==> src/snoop_regs.vh <==
// Purpose : register map, field positions and protocol constants of the snoop/trap block
// Assumes : included by bare name from every design file of the block
// Notes   : definitions only
`ifndef SNOOP_REGS_VH
`define SNOOP_REGS_VH

// ==========================================================================
// register offsets and reset values
`define SNOOP_CTRL_OFFSET      12'h050
`define SNOOP_STATUS_OFFSET    12'h054
`define SNOOP_CTRL_RESET       32'h00000000
`define SNOOP_CTRL_WR_MASK     32'h0007FF3F

// ==========================================================================
// control field positions
`define ARP_SNOOP_ENABLE_BIT        0
`define RARP_SNOOP_ENABLE_BIT       1
`define DHCP_SNOOP_ENABLE_BIT       2
`define ICMP4_SNOOP_ENABLE_BIT      3
`define ICMP6_SNOOP_ENABLE_BIT      4
`define ICMP6_TRAP_ONLY_BIT         5
`define IGMP_DEST_IP_CHECK_BIT      8
`define IGMP_RPTLVE_ENABLE_BIT      9
`define IGMP_RPTLVE_TRAP_ONLY_BIT   10
`define IGMP_QUERY_ENABLE_BIT       11
`define IGMP_QUERY_TRAP_ONLY_BIT    12
`define IGMP_UNKNOWN_ENABLE_BIT     13
`define IGMP_UNKNOWN_TRAP_ONLY_BIT  14
`define MLD_RPTDONE_ENABLE_BIT      15
`define MLD_RPTDONE_TRAP_ONLY_BIT   16
`define MLD_QUERY_ENABLE_BIT        17
`define MLD_QUERY_TRAP_ONLY_BIT     18

// ==========================================================================
// class one-hot positions
`define CLASS_WIDTH        10
`define CLS_ARP            0
`define CLS_RARP           1
`define CLS_DHCP           2
`define CLS_ICMP4          3
`define CLS_ICMP6          4
`define CLS_IGMP_RPTLVE    5
`define CLS_IGMP_QUERY     6
`define CLS_IGMP_UNKNOWN   7
`define CLS_MLD_RPTDONE    8
`define CLS_MLD_QUERY      9

// ==========================================================================
// protocol values
`define ETYPE_IPV4      16'h0800
`define ETYPE_IPV6      16'h86DD
`define ETYPE_ARP       16'h0806
`define ETYPE_RARP      16'h8035
`define IPPROTO_ICMP4   8'h01
`define IPPROTO_IGMP    8'h02
`define IPPROTO_UDP     8'h11
`define NEXTHDR_HOPOPT  8'h00
`define NEXTHDR_ICMP6   8'h3A
`define CLASS_D_PREFIX  4'hE
`define DHCP_PORT_SRV   16'h0043
`define DHCP_PORT_CLI   16'h0044
`define IGMP_T_QUERY    8'h11
`define IGMP_T_V1_RPT   8'h12
`define IGMP_T_V2_RPT   8'h16
`define IGMP_T_LEAVE    8'h17
`define IGMP_T_V3_RPT   8'h22
`define MLD_T_QUERY     8'h82
`define MLD_T_V1_RPT    8'h83
`define MLD_T_DONE      8'h84
`define MLD_T_V2_RPT    8'h8F

`endif

==> src/protocol_snoop_trap_control.v <==
// Purpose : protocol snoop/trap stage between ingress parser and forwarding
// Assumes : parser and forwarding logic run on mclk; one header per frame_valid
// Notes   : decision appears one mclk after frame_valid; registers on AXI4-Lite
//
// What this block does
// - IGMP report/leave goes to CPU only when bit 10 set, else L2 plus copy.
// - bit 9 enables IGMP report/leave special handling.
// - with destination check on, IGMP needs protocol 2 and a class D address.
// - bit 5 set traps non-MLD ICMPv6 to CPU, else L2 plus copy.
// - bit 4 enables ICMPv6 handling; next header 58 marks ICMPv6.
// - next header 0 followed by extension next header 58 is ICMPv6 too.
// - bit 3 adds a CPU copy to ICMPv4 frames.
// - bit 2 adds a CPU copy to DHCP frames.
// - bit 1 adds a CPU copy to RARP frames.
// - bit 0 adds a CPU copy to ARP frames.
// - bits 11 to 18 give MLD and IGMP query/unknown enable and mode.

`timescale 1ns/100ps
`default_nettype none
`include "snoop_regs.vh"

module protocol_snoop_trap_control #(
  parameter NUM_PORTS = 9,
  parameter CPU_PORT  = 8
) (
  // clock and reset
  input  wire                  mclk,
  input  wire                  arst_n,

  // axi4-lite write address
  input  wire [11:0]           s_axi_awaddr,
  input  wire [2:0]            s_axi_awprot,
  input  wire                  s_axi_awvalid,
  output wire                  s_axi_awready,

  // axi4-lite write data
  input  wire [31:0]           s_axi_wdata,
  input  wire [3:0]            s_axi_wstrb,
  input  wire                  s_axi_wvalid,
  output wire                  s_axi_wready,

  // axi4-lite write response
  output reg  [1:0]            s_axi_bresp,
  output reg                   s_axi_bvalid,
  input  wire                  s_axi_bready,

  // axi4-lite read address
  input  wire [11:0]           s_axi_araddr,
  input  wire [2:0]            s_axi_arprot,
  input  wire                  s_axi_arvalid,
  output wire                  s_axi_arready,

  // axi4-lite read data
  output reg  [31:0]           s_axi_rdata,
  output reg  [1:0]            s_axi_rresp,
  output reg                   s_axi_rvalid,
  input  wire                  s_axi_rready,

  // parsed frame header from ingress parser
  input  wire                  frame_valid,
  input  wire [15:0]           eth_type,
  input  wire [7:0]            ip_proto,
  input  wire [7:0]            ip6_next_hdr,
  input  wire [7:0]            ip6_ext_next_hdr,
  input  wire [31:0]           dest_ip,
  input  wire [15:0]           udp_src_port,
  input  wire [15:0]           udp_dst_port,
  input  wire [7:0]            igmp_type,
  input  wire [7:0]            icmp6_type,

  // l2 lookup result for the same frame
  input  wire [NUM_PORTS-1:0]  l2_port_map,

  // forwarding decision
  output reg                   fwd_valid,
  output reg  [NUM_PORTS-1:0]  fwd_port_map,
  output reg                   fwd_cpu_copy,
  output reg                   fwd_cpu_trap,
  output reg  [`CLASS_WIDTH-1:0] fwd_class
);

  // ==========================================================================
  // response codes and helpers
  localparam [1:0] RESP_OKAY   = 2'b00;
  localparam [1:0] RESP_SLVERR = 2'b10;

  // merge bytes of a write into an old word under the strobes
  function [31:0] strobe_merge;
    input [31:0] old_word;
    input [31:0] new_word;
    input [3:0]  strb;
    integer      i;

    begin
      strobe_merge = old_word;
      for (i = 0; i < 4; i = i + 1) begin
        if (strb[i]) begin
          strobe_merge[i*8 +: 8] = new_word[i*8 +: 8];
        end
      end
    end
  endfunction

  // word address compare, low two bits ignored
  function addr_is;
    input [11:0] addr;
    input [11:0] target;

    begin
      addr_is = (addr[11:2] == target[11:2]);
    end
  endfunction

  // ==========================================================================
  // register storage
  reg  [31:0]              ctrl;
  reg  [15:0]              cpu_frame_count;
  reg  [`CLASS_WIDTH-1:0]  last_class;
  wire [31:0]              status_word;

  // ==========================================================================
  // write channel holding registers
  reg         aw_held;
  reg  [11:0] aw_addr;
  reg         w_held;
  reg  [31:0] w_data;
  reg  [3:0]  w_strb;

  wire        aw_fire;
  wire        w_fire;
  wire        wr_have_addr;
  wire        wr_have_data;
  wire        wr_do;
  wire [11:0] wr_addr;
  wire [31:0] wr_data;
  wire [3:0]  wr_strb;

  // each channel taken once, then stalled until the response is gone
  assign s_axi_awready = !aw_held && !s_axi_bvalid;
  assign s_axi_wready  = !w_held && !s_axi_bvalid;

  // handshake strobes
  assign aw_fire       = s_axi_awvalid && s_axi_awready;
  assign w_fire        = s_axi_wvalid && s_axi_wready;

  // the write may complete in the very cycle both halves arrive
  assign wr_have_addr = aw_held || aw_fire;
  assign wr_have_data = w_held || w_fire;
  assign wr_do        = wr_have_addr && wr_have_data && !s_axi_bvalid;

  // held copy wins
  assign wr_addr      = aw_held ? aw_addr : s_axi_awaddr;
  assign wr_data      = w_held ? w_data : s_axi_wdata;
  assign wr_strb      = w_held ? w_strb : s_axi_wstrb;

  // address half, in either order with data
  always @(posedge mclk or negedge arst_n) begin
    if (!arst_n) begin
      aw_held <= 1'b0;
      aw_addr <= 12'h000;
    end else if (wr_do) begin
      aw_held <= 1'b0;
    end else if (aw_fire) begin
      aw_held <= 1'b1;
      aw_addr <= s_axi_awaddr;
    end
  end

  // data half
  always @(posedge mclk or negedge arst_n) begin
    if (!arst_n) begin
      w_held <= 1'b0;
      w_data <= 32'h00000000;
      w_strb <= 4'h0;
    end else if (wr_do) begin
      w_held <= 1'b0;
    end else if (w_fire) begin
      w_held <= 1'b1;
      w_data <= s_axi_wdata;
      w_strb <= s_axi_wstrb;
    end
  end

  // ==========================================================================
  // control register
  // upper mode bits stored alongside
  // reserved bits masked so they always read as zero
  always @(posedge mclk or negedge arst_n) begin
    if (!arst_n) begin
      ctrl <= `SNOOP_CTRL_RESET;
    end else if (wr_do && addr_is(wr_addr, `SNOOP_CTRL_OFFSET)) begin
      ctrl <= strobe_merge(ctrl, wr_data, wr_strb) & `SNOOP_CTRL_WR_MASK;
    end
  end

  // write response; unmapped or read-only targets answer slverr
  always @(posedge mclk or negedge arst_n) begin
    if (!arst_n) begin
      s_axi_bvalid <= 1'b0;
      s_axi_bresp  <= RESP_OKAY;
    end else if (wr_do) begin
      s_axi_bvalid <= 1'b1;
      s_axi_bresp  <= addr_is(wr_addr, `SNOOP_CTRL_OFFSET) ? RESP_OKAY : RESP_SLVERR;
    end else if (s_axi_bvalid && s_axi_bready) begin
      // released once taken
      s_axi_bvalid <= 1'b0;
    end
  end

  // ==========================================================================
  // read channel
  // read strobe
  wire ar_fire;

  // one read in flight; next address taken once data has left
  assign s_axi_arready = !s_axi_rvalid;
  assign ar_fire       = s_axi_arvalid && s_axi_arready;

  // status shows last class seen and the cpu-bound frame count
  assign status_word = {cpu_frame_count, {(16-`CLASS_WIDTH){1'b0}}, last_class};

  // read data registered, one cycle after the address is taken
  always @(posedge mclk or negedge arst_n) begin
    if (!arst_n) begin
      s_axi_rvalid <= 1'b0;
      s_axi_rdata  <= 32'h00000000;
      s_axi_rresp  <= RESP_OKAY;
    end else if (ar_fire) begin
      s_axi_rvalid <= 1'b1;
      if (addr_is(s_axi_araddr, `SNOOP_CTRL_OFFSET)) begin
        s_axi_rdata <= ctrl;
        s_axi_rresp <= RESP_OKAY;
      end else if (addr_is(s_axi_araddr, `SNOOP_STATUS_OFFSET)) begin
        s_axi_rdata <= status_word;
        s_axi_rresp <= RESP_OKAY;
      end else begin
        // unmapped: slverr
        s_axi_rdata <= 32'h00000000;
        s_axi_rresp <= RESP_SLVERR;
      end
    end else if (s_axi_rvalid && s_axi_rready) begin
      s_axi_rvalid <= 1'b0;
    end
  end

  // ==========================================================================
  // frame classification
  wire [`CLASS_WIDTH-1:0] class_hot;
  wire                    cpu_copy;
  wire                    cpu_trap;

  snoop_classify u_classify (
    .eth_type         (eth_type),
    .ip_proto         (ip_proto),
    .ip6_next_hdr     (ip6_next_hdr),
    .ip6_ext_next_hdr (ip6_ext_next_hdr),
    .dest_ip          (dest_ip),
    .udp_src_port     (udp_src_port),
    .udp_dst_port     (udp_dst_port),
    .igmp_type        (igmp_type),
    .icmp6_type       (icmp6_type),
    .dip_check        (ctrl[`IGMP_DEST_IP_CHECK_BIT]),
    .class_hot        (class_hot)
  );

  // copy or trap
  snoop_action u_action (
    .class_hot (class_hot),
    .ctrl      (ctrl),
    .cpu_copy  (cpu_copy),
    .cpu_trap  (cpu_trap)
  );

  // ==========================================================================
  // port map shaping
  wire [NUM_PORTS-1:0] cpu_only;
  reg  [NUM_PORTS-1:0] next_port_map;

  // one-hot cpu port mask
  assign cpu_only = {{(NUM_PORTS-1){1'b0}}, 1'b1} << CPU_PORT;

  // trap replaces the l2 map, copy adds the cpu port to it
  always @* begin
    next_port_map = l2_port_map;
    if (cpu_trap) begin
      next_port_map = cpu_only;
    end
    else if (cpu_copy) begin
      next_port_map = l2_port_map | cpu_only;
    end
  end

  // decision registered so forwarding sees a clean, aligned result
  always @(posedge mclk or negedge arst_n) begin
    if (!arst_n) begin
      fwd_valid    <= 1'b0;
      fwd_port_map <= {NUM_PORTS{1'b0}};
      fwd_cpu_copy <= 1'b0;
      fwd_cpu_trap <= 1'b0;
      fwd_class    <= {`CLASS_WIDTH{1'b0}};
    end else begin
      fwd_valid <= frame_valid;
      // idle: hold decision
      if (frame_valid) begin
        fwd_port_map <= next_port_map;
        fwd_cpu_copy <= cpu_copy;
        fwd_cpu_trap <= cpu_trap;
        fwd_class    <= class_hot;
      end
    end
  end

  // ==========================================================================
  // status tracking
  // count saturates so software never sees a wrap as a drop
  always @(posedge mclk or negedge arst_n) begin
    if (!arst_n) begin
      cpu_frame_count <= 16'h0000;
      last_class      <= {`CLASS_WIDTH{1'b0}};
    end else if (frame_valid) begin
      // zero class: keep
      if (class_hot != {`CLASS_WIDTH{1'b0}}) begin
        last_class <= class_hot;
      end
      if ((cpu_copy || cpu_trap) && (cpu_frame_count != 16'hFFFF)) begin
        cpu_frame_count <= cpu_frame_count + 16'h0001;
      end
    end
  end

  // protection bits are accepted but do not gate access
  wire unused_prot;
  assign unused_prot = ^{s_axi_awprot, s_axi_arprot};

endmodule // protocol_snoop_trap_control

`default_nettype wire

==> src/snoop_classify.v <==
// Purpose : sort one parsed frame header into a snoop class
// Assumes : header fields are valid while the parser presents them
// Notes   : purely combinational; classes are mutually exclusive
`timescale 1ns/100ps
`default_nettype none
`include "snoop_regs.vh"

module snoop_classify (
  // parsed header fields
  input  wire [15:0]              eth_type,
  input  wire [7:0]               ip_proto,
  input  wire [7:0]               ip6_next_hdr,
  input  wire [7:0]               ip6_ext_next_hdr,
  input  wire [31:0]              dest_ip,
  input  wire [15:0]              udp_src_port,
  input  wire [15:0]              udp_dst_port,
  input  wire [7:0]               igmp_type,
  input  wire [7:0]               icmp6_type,
  // configuration
  input  wire                     dip_check,
  // result
  output reg  [`CLASS_WIDTH-1:0]  class_hot
);

  wire is_ip4;
  wire is_ip6;
  wire igmp_hit;
  wire icmp6_hit;
  wire mld_query;
  wire mld_report;
  wire igmp_query;
  wire igmp_report;

  assign is_ip4 = (eth_type == `ETYPE_IPV4);
  assign is_ip6 = (eth_type == `ETYPE_IPV6);

  assign igmp_hit = is_ip4 && (ip_proto == `IPPROTO_IGMP) &&
                    (!dip_check || (dest_ip[31:28] == `CLASS_D_PREFIX));

  assign icmp6_hit = is_ip6 && ((ip6_next_hdr == `NEXTHDR_ICMP6) ||
                     ((ip6_next_hdr == `NEXTHDR_HOPOPT) && (ip6_ext_next_hdr == `NEXTHDR_ICMP6)));

  assign mld_query   = (icmp6_type == `MLD_T_QUERY);
  assign mld_report  = (icmp6_type == `MLD_T_V1_RPT) || (icmp6_type == `MLD_T_DONE) ||
                       (icmp6_type == `MLD_T_V2_RPT);
  assign igmp_query  = (igmp_type == `IGMP_T_QUERY);
  assign igmp_report = (igmp_type == `IGMP_T_V1_RPT) || (igmp_type == `IGMP_T_V2_RPT) ||
                       (igmp_type == `IGMP_T_LEAVE) || (igmp_type == `IGMP_T_V3_RPT);

  // one-hot class vector
  always @* begin
    class_hot                    = {`CLASS_WIDTH{1'b0}};
    class_hot[`CLS_ARP]          = (eth_type == `ETYPE_ARP);
    class_hot[`CLS_RARP]         = (eth_type == `ETYPE_RARP);
    class_hot[`CLS_DHCP]         = is_ip4 && (ip_proto == `IPPROTO_UDP) &&
                                   ((udp_dst_port == `DHCP_PORT_SRV) || (udp_dst_port == `DHCP_PORT_CLI)) &&
                                   ((udp_src_port == `DHCP_PORT_SRV) || (udp_src_port == `DHCP_PORT_CLI));
    class_hot[`CLS_ICMP4]        = is_ip4 && (ip_proto == `IPPROTO_ICMP4);
    class_hot[`CLS_ICMP6]        = icmp6_hit && !mld_query && !mld_report;
    class_hot[`CLS_MLD_QUERY]    = icmp6_hit && mld_query;
    class_hot[`CLS_MLD_RPTDONE]  = icmp6_hit && mld_report;
    class_hot[`CLS_IGMP_RPTLVE]  = igmp_hit && igmp_report;
    class_hot[`CLS_IGMP_QUERY]   = igmp_hit && igmp_query;
    class_hot[`CLS_IGMP_UNKNOWN] = igmp_hit && !igmp_report && !igmp_query;
  end

endmodule // snoop_classify
`default_nettype wire

==> src/snoop_action.v <==
// Purpose : turn a frame class and the control word into copy/trap decisions
// Assumes : at most one class bit set
// Notes   : combinational
`timescale 1ns/100ps
`default_nettype none
`include "snoop_regs.vh"

module snoop_action (
  // inputs
  input  wire [`CLASS_WIDTH-1:0]  class_hot,
  input  wire [31:0]              ctrl,
  // decision
  output reg                      cpu_copy,
  output reg                      cpu_trap
);

  // {trap, copy}; a disabled class yields nothing special
  function [1:0] act;
    input en;
    input trap_only;
    begin
      act = en ? (trap_only ? 2'b10 : 2'b01) : 2'b00;
    end
  endfunction

  reg [1:0] sel;

  // mode bits count only when enabled
  always @* begin
    sel = 2'b00;
    if (class_hot[`CLS_ARP])
      sel = act(ctrl[`ARP_SNOOP_ENABLE_BIT], 1'b0);
    if (class_hot[`CLS_RARP])
      sel = act(ctrl[`RARP_SNOOP_ENABLE_BIT], 1'b0);
    if (class_hot[`CLS_DHCP])
      sel = act(ctrl[`DHCP_SNOOP_ENABLE_BIT], 1'b0);
    if (class_hot[`CLS_ICMP4])
      sel = act(ctrl[`ICMP4_SNOOP_ENABLE_BIT], 1'b0);
    if (class_hot[`CLS_ICMP6])
      sel = act(ctrl[`ICMP6_SNOOP_ENABLE_BIT], ctrl[`ICMP6_TRAP_ONLY_BIT]);
    if (class_hot[`CLS_IGMP_RPTLVE])
      sel = act(ctrl[`IGMP_RPTLVE_ENABLE_BIT], ctrl[`IGMP_RPTLVE_TRAP_ONLY_BIT]);
    if (class_hot[`CLS_IGMP_QUERY])
      sel = act(ctrl[`IGMP_QUERY_ENABLE_BIT], ctrl[`IGMP_QUERY_TRAP_ONLY_BIT]);
    if (class_hot[`CLS_IGMP_UNKNOWN])
      sel = act(ctrl[`IGMP_UNKNOWN_ENABLE_BIT], ctrl[`IGMP_UNKNOWN_TRAP_ONLY_BIT]);
    if (class_hot[`CLS_MLD_RPTDONE])
      sel = act(ctrl[`MLD_RPTDONE_ENABLE_BIT], ctrl[`MLD_RPTDONE_TRAP_ONLY_BIT]);
    if (class_hot[`CLS_MLD_QUERY])
      sel = act(ctrl[`MLD_QUERY_ENABLE_BIT], ctrl[`MLD_QUERY_TRAP_ONLY_BIT]);
    cpu_trap = sel[1];
    cpu_copy = sel[0];
  end

endmodule // snoop_action
`default_nettype wire

==> config.mk <==
export PLATFORM = sky130hd
export DESIGN_NAME = protocol_snoop_trap_control
export DESIGN_NICKNAME = d
export VERILOG_FILES = /design/src/protocol_snoop_trap_control.v /design/src/snoop_classify.v /design/src/snoop_action.v
export VERILOG_INCLUDE_DIRS = /design/src
export SDC_FILE = /design/constraint.sdc
export NUM_CORES = 1
export LEC_CHECK = 0
export BUFFER_PORTS_ARGS = -buffer_cell sky130_fd_sc_hd__buf_2
export CAP_MARGIN = 10
export CORE_MARGIN = 3
export CORE_UTILIZATION = 49
export DETAILED_ROUTE_END_ITERATION = 12
export PLACE_DENSITY = 0.81
export SLEW_MARGIN = 40
export SYNTH_ARGS = -nofsm -noshare
export SYNTH_HDL_FRONTEND = slang
export SYNTH_SLANG_ARGS = --single-unit
==> constraint.sdc <==
create_clock -name mclk -period 3.3 [get_ports mclk]
set_clock_uncertainty 0.05 [all_clocks]
set_input_delay 0.33 -clock mclk [delete_from_list [all_inputs] [get_ports mclk]]
set_output_delay 0.33 -clock mclk [all_outputs]
set_load 0.05 [all_outputs]
### Word-level counts from Yosys, hierarchy flattened

Cells that the tools add are included.

* input bits: 203
* flip-flop bits (word level): 139
* logic and storage cells: 154
* output and inout bits: 63

* reduce and logical (&&, ||, !) cells: 61
* multiplexer cells: 44
* add/subtract/negate cells: 1
* bitwise logic cells: 1
* eq/ne operators: 27

Operators with widths (number)
* 16-bit by 7-bit == test with 1-bit output, second input constant: 4
* 32-bit 2-to-1 mux: 2
* 2-bit 2-to-1 mux: 25
* 8-bit by 5-bit == test with 1-bit output, second input constant: 5
* 16-bit by 12-bit == test with 1-bit output, second input constant: 2
* 16-bit == test, second input constant: 2
* 8-bit == test, second input constant: 4
* 10-bit by 5-bit == test with 1-bit output, second input constant: 3
* 1-bit logical AND: 27
* 8-bit by 6-bit == test with 1-bit output, second input constant: 3
* 19-bit 2-to-1 mux: 1
* 9-bit 2-to-1 mux: 2
* 16-bit by 1-bit adder with 16-bit output, second input constant: 1
* 16-bit inequality test, second input constant: 1
* 2-bit AND reduction: 7
* 1-bit logical OR: 12
* 1-bit 2-to-1 mux: 12
* 12-bit 2-to-1 mux: 1
* 10-bit nonzero test: 1
* 1-bit logical NOT: 9
* 8-bit by 1-bit == test with 1-bit output, second input constant: 1
* 8-bit by 2-bit == test with 1-bit output, second input constant: 1
* 8-bit logical NOT: 1
* 2-bit nonzero test: 4
* other kinds (3): 3

### Depth between registers and ports, before layout

Gate-level depths: netlist of run 1.

* depth after elaboration: 15
* gate-level depth with buffers: 11
* gate-level depth less buffers: 9

### By module

Synthesis of run 1 repeated with hierarchy kept, for this count alone.

* cells, all modules: 540
* area total of the unflattened synthesis: 6301.0 um^2

By module, submodules not included
* protocol_snoop_trap_control: area an instance 5581.6 um^2, cells an instance 430, times used 1, seq. area each 3328.2 um^2
* snoop_classify: area an instance 518.0 um^2, cells an instance 79, times used 1, seq. area each 0.0 um^2
* snoop_action: area an instance 201.4 um^2, cells an instance 31, times used 1, seq. area each 0.0 um^2

### Least setup slack after synthesis of run 1

Ideal clock, no wire load.

* path kind: input to register
* start: input port eth_type[8]
* end: register cpu_frame_count[1]
* stages on the path: 9
* library setup time: 0.125 ns
* data required time: 3.125 ns
* path buffers: 1
* data arrival time: 2.463 ns
* setup slack: 0.662 ns
* cell sequence: or4_4 > nor4_4 > nand3_2 > nor3_1 > o22a_1 > and4bb_1 > buf_6 > nor2_1 > mux2_2

* word-level cells in the longest chain between the ends: 15
* elaborated cells on any way between the ends: 32
* classes of those cells: 4 x eq/ne; 10 x mux; 18 x reduce/logical

Ends and longest elaborated chain
* from (decl): line protocol_snoop_trap_control.v:61 `input wire [15:0] eth_type,`
* 16-bit by 12-bit == test with 1-bit output (no source line)
* 1-bit logical AND (3 in series): line snoop_classify.v:55 `` class_hot[`CLS_DHCP] = is_ip4 && (ip_proto == `IPPROTO_UDP) && ``
* 2-bit 2-to-1 mux: line snoop_action.v:35 `` if (class_hot[`CLS_DHCP]) ``
* 2-bit 2-to-1 mux: line snoop_action.v:37 `` if (class_hot[`CLS_ICMP4]) ``
* 2-bit 2-to-1 mux: line snoop_action.v:39 `` if (class_hot[`CLS_ICMP6]) ``
* 2-bit 2-to-1 mux: line snoop_action.v:41 `` if (class_hot[`CLS_IGMP_RPTLVE]) ``
* 2-bit 2-to-1 mux: line snoop_action.v:43 `` if (class_hot[`CLS_IGMP_QUERY]) ``
* 2-bit 2-to-1 mux: line snoop_action.v:45 `` if (class_hot[`CLS_IGMP_UNKNOWN]) ``
* 2-bit 2-to-1 mux: line snoop_action.v:47 `` if (class_hot[`CLS_MLD_RPTDONE]) ``
* 2-bit 2-to-1 mux (*): line snoop_action.v:49 `` if (class_hot[`CLS_MLD_QUERY]) ``
* 1-bit logical OR (*): line protocol_snoop_trap_control.v:325 `if ((cpu_copy || cpu_trap) && (cpu_frame_count != 16'hFFFF)) begin`
* 1-bit logical AND (*): line protocol_snoop_trap_control.v:325
* 2-bit AND reduction (no source line) (*)
* to (signal assigned): line protocol_snoop_trap_control.v:326 `cpu_frame_count <= cpu_frame_count + 16'h0001;`
* to (decl): line protocol_snoop_trap_control.v:117 `reg [15:0] cpu_frame_count;`

Mark *: on every way between the ends. The rest lies on a longest branch, timed or not.
A chain may end at the register's enable or synchronous reset.

### Final worst setup path of run 1

Ends and elaborated chain as after synthesis.

==> results of run 1 <==
## state kept, by name, indices dropped and copies added (netlist names), 3 cells and up
name,count
aw_addr,10
cpu_frame_count,16
ctrl,17
fwd_class,10
fwd_port_map,9
last_class,10
s_axi_rdata,32
w_data,17
w_strb,3
## placed cells by master (no fill, tap or decap), types with 24 or more instances in the layout
| cell type | instances |
|---|---|
| buf_2 | 208 |
| dfrtp_1 | 133 |
| nand2_1 | 51 |
| nor2_1 | 47 |
| o21ai_0 | 37 |
| mux2_2 | 32 |
| mux2i_1 | 31 |
| inv_1 | 25 |
| a21oi_1 | 25 |
| nand3_1 | 24 |
## power breakdown
part / internal (mW) / switching [mW] / total (mW)
Sequential: 1.87 / 0.135 / 2.00
Clock: 1.24 / 0.663 / 1.91
Combinational: 0.417 / 0.522 / 0.939
## layout make-up
class,count,area (sq um),share of cell area
Multi-Input combinational cell,432,2960,0.354
Tap cell,172,215,0.0257
Timing Repair Buffer,223,1180,0.140
Sequential cell,133,3330,0.397
Clock buffer,24,482,0.0575
Inverter,25,93.8,0.0112
Clock inverter,8,123,0.0146
## worst max-delay path, stage by stage
cell and delay (ps):
buf_2 110, nor4_2 440, nand4b_1 160, or4_1 570
nor3_1 180, o22a_1 150, and4bb_1 310, nor2_1 250
mux2_2 360
## repair_timing
item	4_1_cts	5_1_grt
setup buffers	0	0
endpoints found under the hold margin	82	0
hold buffers	1	0
## per-layer routing
metal	vias to the layer above	GRT usage	share of wire
met3	19	0.0844	0.096
met1	2634	0.303	0.43
met4	0	0.0588	0.011
met2	227	0.381	0.47
met5	-	0	0
li1	2712	-	-
## kinds of logic after synthesis
| kind of cell | count (synthesis) |
|---|---|
| and+or+nand+nor | 247 |
| adders and majority gates | 1 |
| muxes | 63 |
| DFF | 133 |
| xor gates and xnor gates | 14 |
| AOI/OAI and AO/OA | 105 |
| other | 1 |
| buffers and inverters | 52 |
## how the worst max path moves through the flow
stage	start	endpoint	slack [ps]	cells past startpoint
4_1_cts	aw_held	ctrl[3]	640	8
2_1_floorplan	eth_type[8]	cpu_frame_count[1]	660	9
5_1_grt	eth_type[8]	cpu_frame_count[1]	450	9
3_5_place_dp	eth_type[8]	cpu_frame_count[1]	270	9
6_report	eth_type[8]	cpu_frame_count[1]	680	9
3_3_place_gp	eth_type[8]	cpu_frame_count[1]	310	9
==> Flow_metrics.wiki, run 1 <==
{| class="wikitable"
! Metric !! Value
|-
| Worst IR Drop VDD || 0.643 mV
|-
| Die X || 121 microns
|-
| Multiplexer share of the synthesized area || 0.103
|-
| Vias || 5592
|-
| Prevailing post-synth register cell || dfrtp_1
|-
| Number of nets in the finished design || 1036
|-
| Count of pins on the block boundary || 266
|-
| Total Negative Setup Slacks || 0 ps
|-
| Final hold violations || 0
|-
| Fraction of final layout cells sized beyond drive strength 1 || 0.359
|-
| Placeable core region || 12800 sq um
|-
| Residual DRC count || 0
|-
| Starting density of the core || 0.509
|-
| Num CTS Buffers || 17
|-
| Count of H-tree levels built during CTS || 4
|-
| Post-synthesis compound-gate area fraction || 0.107
|-
| Pins over their slew limit || 0
|-
| Antenna violations before repair || 1
|-
| Worst skew pair latency || 420 ps
|-
| Global-route congestion overflow total || 0
|-
| Number of enable-type register cells in the synthesized netlist || 0
|-
| Top cells by count, synth || dfrtp_1 (133), nand2_1 (51), nor2_1 (48)
|-
| Share of synthesized registers carrying an async set or reset || 1.00
|-
| Arrival time reported for the critical path endpoint || 2880 ps
|-
| Final worst hold slack || 36.0 ps
|-
| Global-route wire length before repair || 27000 microns
|-
| Area Overhead vs Synth || 28.9%
|-
| Main combinational cell family by area after synthesis || simple AND/OR/NAND/NOR gates
|-
| Adder-cell share of the synthesized area || 0.00192
|-
| Post-layout minimum cycle time || 2620 ps
|-
| Depth of the worst register-to-register path || 8
|-
| CP Class || in2reg
|-
| Finish-stage setup viols || 0
|-
| Final antenna-violating net count || 0
|-
| Startpoint kind of the worst setup timing path || input pin
|-
| Unrepaired setup endpoints after global routing || false
|-
| Total routed wirelength || 16700 microns
|-
| Total of max-cap violations || 0
|-
| Vias in the first global route || 5481
|-
| Cell types with the largest area share after synthesis || dfrtp_1 (51%), mux2_2 (5.5%), mux2i_1 (4.8%)
|-
| Initial drt markers || 366
|-
| Area fraction of the dominant cell type after synthesis || 0.512
|-
| Total power || 4.85 mW
|-
| Synthesized-area fraction occupied by and/or/nand/nor cells || 0.223
|-
| Number of cells after detailed placement || 984
|-
| Port bufs || 209
|-
| Cell with the most instances after synthesis || dfrtp_1
|-
| Largest net degree at the start of global routing || 84
|-
| Fmax || 381 MHz
|-
| Final cell count without fillers || 1017
|-
| Detailed-router iteration count before antenna repair || 5
|-
| CTS Root Buffer Type || clkbuf_16
|-
| Synthesized cell area || 6500 sq um
|-
| Req. time, crit path || 3550 ps
|-
| Post-synthesis cell type count || 66
|-
| Antenna cell count || 0
|-
| Run status || finished, final reports clean
|-
| Total power per unit cell area || 579 nW/um^2
|-
| Post-cts repair resize count || 0
|-
| Die area || 14700 sq um
|-
| Routability cong. || 0.865
|-
| Average cell area after synthesis || 10.6 sq um
|-
| Launch instance of the worst min-delay path || s_axi_bready
|-
| Actual slew at the worst max-slew pin || 737 ps
|-
| Estimated wirelength of the detail-placed design || 12700 microns
|-
| WL per Instance || 16.5 microns
|-
| Final clock period utilization by the worst path || 0.795
|-
| Post-route cell area || 8380 sq um
|-
| Total routing usage reported by global routing || 0.235
|-
| CTS clk-pin slew, worst paths || 60 ps
|-
| Hold path cells || 2
|-
| Chip Height || 121 microns
|-
| Maximum buffer depth of the clock tree || 2
|-
| Number of placement rows || 41
|-
| Xor and xnor area share after synthesis || 0.0189
|-
| Leakage component of the power || 4.09 nW
|-
| Per-cell via count in the routed design || 5.50
|-
| Placed cell area || 7770 sq um
|-
| Origin of the critical flop-to-flop path || ctrl[11]
|-
| Sequential area share after synthesis || 0.512
|-
| Filler cell count || 1057
|-
| Clock tree from TritonCTS || yes
|-
| Final WS setup || 675 ps
|-
| Critical Path Sink Type || flip-flop
|-
| Post-Synthesis Cells || 616
|-
| Count of clock tree sinks || 133
|-
| Post-synthesis sequential element count || 133
|-
| Minimum setup slack after placement || 269 ps
|-
| Min-Delay Endpoint || s_axi_bvalid
|-
| Worst Path Max Fanout || 7
|-
| Path category of the worst min-delay check || in2reg
|-
| FF-to-FF setup slack || 680 ps
|-
| Number of warnings issued by yosys || 0
|-
| Synth area leader || dfrtp_1
|-
| Worst slew margin relative to its limit || 0.508
|-
| Terminus of the critical flop-to-flop path || cpu_frame_count[9]
|-
| Fraction of the core area covered by cells at the end of the flow || 0.656
|}
Power figures use the tool's default switching activity.
==> run 2, diff against run 1 <==
--- a/config.mk
+++ b/config.mk
@@ -6,10 +6,11 @@
 export SDC_FILE = /design/constraint.sdc
 export NUM_CORES = 1
 export LEC_CHECK = 0
+export ABC_AREA = 1
 export BUFFER_PORTS_ARGS = -buffer_cell sky130_fd_sc_hd__buf_2
 export CAP_MARGIN = 10
 export CORE_MARGIN = 3
-export CORE_UTILIZATION = 49
+export CORE_UTILIZATION = 50
 export DETAILED_ROUTE_END_ITERATION = 12
 export PLACE_DENSITY = 0.81
 export SLEW_MARGIN = 40
==> constraint.sdc (replaced) <==
create_clock -name mclk -period 2.7 [get_ports mclk]
set_clock_uncertainty 0.05 [all_clocks]
set_input_delay 0.27 -clock mclk [delete_from_list [all_inputs] [get_ports mclk]]
set_output_delay 0.27 -clock mclk [all_outputs]
set_load 0.05 [all_outputs]
==> run 2 against run 1 <==
Area after synthesis increased by 12%. Sequential share of layout area decreased by 3.5 points. Synthesized cell count increased by 55%. Power increased by 26%. Critical path type is now reg2reg. Highest routed layer unchanged.
==> Flow_metrics.wiki, run 2 <==
{| class="wikitable"
! Metric !! Value
|-
| Sequential area share after synthesis || 0.459
|-
| Cell class contributing the biggest share of worst-path delay || simple AND/OR/NAND/NOR gates
|-
| FF-to-FF setup slack || 420 ps
|-
| Multiplexer share of the synthesized area || 0.0167
|-
| Registers with the most flip-flops || s_axi_rdata (32), ctrl (17), w_data (17)
|-
| Worst path most repeated cell || nand2_1
|-
| Vias in the first global route || 6483
|-
| Fmax || 439 MHz
|-
| Synthesized-area fraction occupied by and/or/nand/nor cells || 0.330
|-
| Fraction of final layout cells sized beyond drive strength 1 || 0.253
|-
| Maximum buffer depth of the clock tree || 2
|-
| Setup Fix Bufs, Post-CTS || 0
|-
| Global-route wire length before repair || 30700 microns
|-
| Cell type of the slowest stage on the worst timing path || clkinv_1
|-
| Number of buffers and inverters on the critical path || 2
|-
| List of cells traversed by the critical path || inv_1, nand2_1, clkinv_1, nand2_1, o21ai_0
|-
| Arrival time reported for the critical path endpoint || 2500 ps
|-
| CP Class || reg2reg
|-
| Synthesized cell area || 7250 sq um
|-
| Highest-count cells in the layout ignoring fill and taps || nand2_1 (245), buf_2 (208), dfrtp_1 (133), nor2_1 (121), inv_1 (120)
|-
| Pins over their slew limit || 0
|-
| Initial drt markers || 534
|-
| Num CTS Buffers || 17
|-
| Worst Path Max Fanout || 19
|-
| Estimated wirelength of the detail-placed design || 14200 microns
|-
| Routability cong. || 0.923
|-
| Final antenna-violating net count || 0
|-
| Die X || 126 microns
|-
| Number of nets in the finished design || 1381
|-
| Share of synthesized registers carrying an async set or reset || 1.00
|-
| Prevailing post-synth register cell || dfrtp_1
|-
| Critical Path Sink Type || flip-flop
|-
| Vias || 6991
|-
| Clock tree from TritonCTS || yes
|-
| Global-route congestion overflow total || 0
|-
| CTS Root Buffer Type || clkbuf_16
|-
| Finish-stage setup viols || 0
|-
| Number of cells after detailed placement || 1330
|-
| Worst IR Drop VDD || 0.858 mV
|-
| Main combinational cell family by area after synthesis || simple AND/OR/NAND/NOR gates
|-
| Cell types with the largest area share after synthesis || dfrtp_1 (46%), nand2_1 (13%), nor2_1 (6.3%)
|-
| Launch point of the critical path || s_axi_rvalid
|-
| Area fraction of the dominant cell type after synthesis || 0.459
|-
| Run status || finished, final reports clean
|-
| Req. time, crit path || 2920 ps
|-
| Post-synthesis compound-gate area fraction || 0.0900
|-
| Port bufs || 209
|-
| Worst skew pair latency || 410 ps
|-
| Unrepaired setup endpoints after global routing || false
|-
| Cell with the most instances after synthesis || nand2_1
|-
| Post-synthesis cell type count || 46
|-
| Antenna cell count || 0
|-
| WL per Instance || 13.7 microns
|-
| Chip Height || 126 microns
|-
| Commonest non-fill, non-tap cell in the layout || nand2_1
|-
| Reg with most FFs || s_axi_rdata
|-
| Total routing usage reported by global routing || 0.234
|-
| Per-cell via count in the routed design || 5.10
|-
| Starting density of the core || 0.517
|-
| Placeable core region || 14000 sq um
|-
| Total routed wirelength || 18800 microns
|-
| Startpoint kind of the worst setup timing path || flip-flop
|-
| Detailed-router iteration count before antenna repair || 5
|-
| Antenna violations before repair || 0
|-
| Count of H-tree levels built during CTS || 4
|-
| Worst slew margin relative to its limit || 0.613
|-
| Filler cell count || 1215
|-
| Total Negative Setup Slacks || 0 ps
|-
| Number of flip-flops under the largest register name || 32
|-
| Post-layout minimum cycle time || 2280 ps
|-
| Residual DRC count || 0
|-
| Actual slew at the worst max-slew pin || 578 ps
|-
| Number of placement rows || 43
|-
| Number of warnings issued by yosys || 0
|-
| Origin of the critical flop-to-flop path || s_axi_rvalid
|-
| Count of clock tree sinks || 133
|-
| Number of enable-type register cells in the synthesized netlist || 0
|-
| Average cell area after synthesis || 7.58 sq um
|-
| Total of max-cap violations || 0
|-
| Area Overhead vs Synth || 26.7%
|-
| Final cell count without fillers || 1370
|-
| Top cells by count, synth || nand2_1 (245), dfrtp_1 (133), nor2_1 (121)
|-
| Total power per unit cell area || 663 nW/um^2
|-
| Launch instance of the worst min-delay path || l2_port_map[5]
|-
| Path category of the worst min-delay check || in2reg
|-
| Post-Synthesis Cells || 957
|-
| Post-synthesis sequential element count || 133
|-
| Die area || 16000 sq um
|-
| Crit-path max cell delay || 620 ps
|-
| Synth area leader || dfrtp_1
|-
| Adder-cell share of the synthesized area || 0.00173
|-
| Final hold violations || 0
|-
| Leakage component of the power || 4.77 nW
|-
| Xor and xnor area share after synthesis || 0.0169
|-
| CTS clk-pin slew, worst paths || 60 ps
|-
| Largest net degree at the start of global routing || 62
|-
| Count of pins on the block boundary || 266
|-
| Final clock period utilization by the worst path || 0.844
|}
[run 2: cell count changes in the layout (fill, tap and decap cells not counted), moves of 29 or more]
cell	previous run	this run
o21ai_0	37	88
mux2i_1	31	2
inv_1	25	120
nand2_1	51	245
nor2_1	47	121
[run 2: metal layers]
layer,part of all wire,vias up,global-route usage
li1,-,3546,-
met1,0.45,3168,0.330
met2,0.47,253,0.375
met3,0.067,24,0.0354
met4,0.012,0,0.0757
met5,0,-,0
[run 2: cell type report]
cell class / count / area (sq um) / share of cell area
flip-flops and latches: 133 / 3330 / 0.362
multi-input cells: 668 / 3310 / 0.360
repair buffers: 230 / 1240 / 0.135
clock buffers: 23 / 478 / 0.0520
inverters: 127 / 478 / 0.0520
well taps: 180 / 225 / 0.0245
clock inverters: 9 / 125 / 0.0136
[run 2: tightest hold or removal path: cells and delay by family]
family | cells | cell delay (ps)
buffers and inverters | 1 | 70
and+or+nand+nor | 2 | 100
[run 2: path summary, 6_finish.rpt]
check	end	depth (start not counted)
max in group asynchronous	w_data[1]	3
min reg2reg	s_axi_rdata[7]	2
max reg2reg	s_axi_rdata[21]	5
max	s_axi_rdata[21]	5
min in group asynchronous	aw_addr[7]	2
min	fwd_port_map[5]	3
[run 2: cell families (layout without fill, tap and decap cells)]
kind of cell	Yosys count	count (layout)
adder cells (fa/ha/maj)	1	1
buffers and inverters	157	389
multiplexers	11	11
AO/OA/AOI/OAI	117	117
other	1	2
AND/OR/NAND/NOR	523	523
flip-flops	133	133
XOR/XNOR	14	14
[run 2: power by group]
group / leakage [nW] / internal, mW / switching (mW)
logic: 2.74 / 0.424 / 0.869
clock network: 0.293 / 1.52 / 0.822
registers: 1.74 / 2.29 / 0.170
total: 4.77 / 4.23 / 1.86
[run 2: metrics by stage]
stage | util | setup slack, ps | hold slack, ps | total power, mW | cell area (sq um)
2_1_floorplan | - | 389 | -75.6 | 3.34 | 7260
4_1_cts | 0.654 | 389 | 4.38 | 6.12 | 9190
3_3_place_gp | 0.606 | 352 | 226 | 3.72 | 8500
5_1_grt | 0.654 | 195 | 17.3 | 6.41 | 9190
6_report | 0.654 | 422 | 14.3 | 6.09 | 9190
3_5_place_dp | 0.606 | 301 | 234 | 3.76 | 8500
[run 2: what timing repair did]
item	CTS	global route
resized for setup	0	0
hold endpoints to repair	65	0
hold buffers	8	0
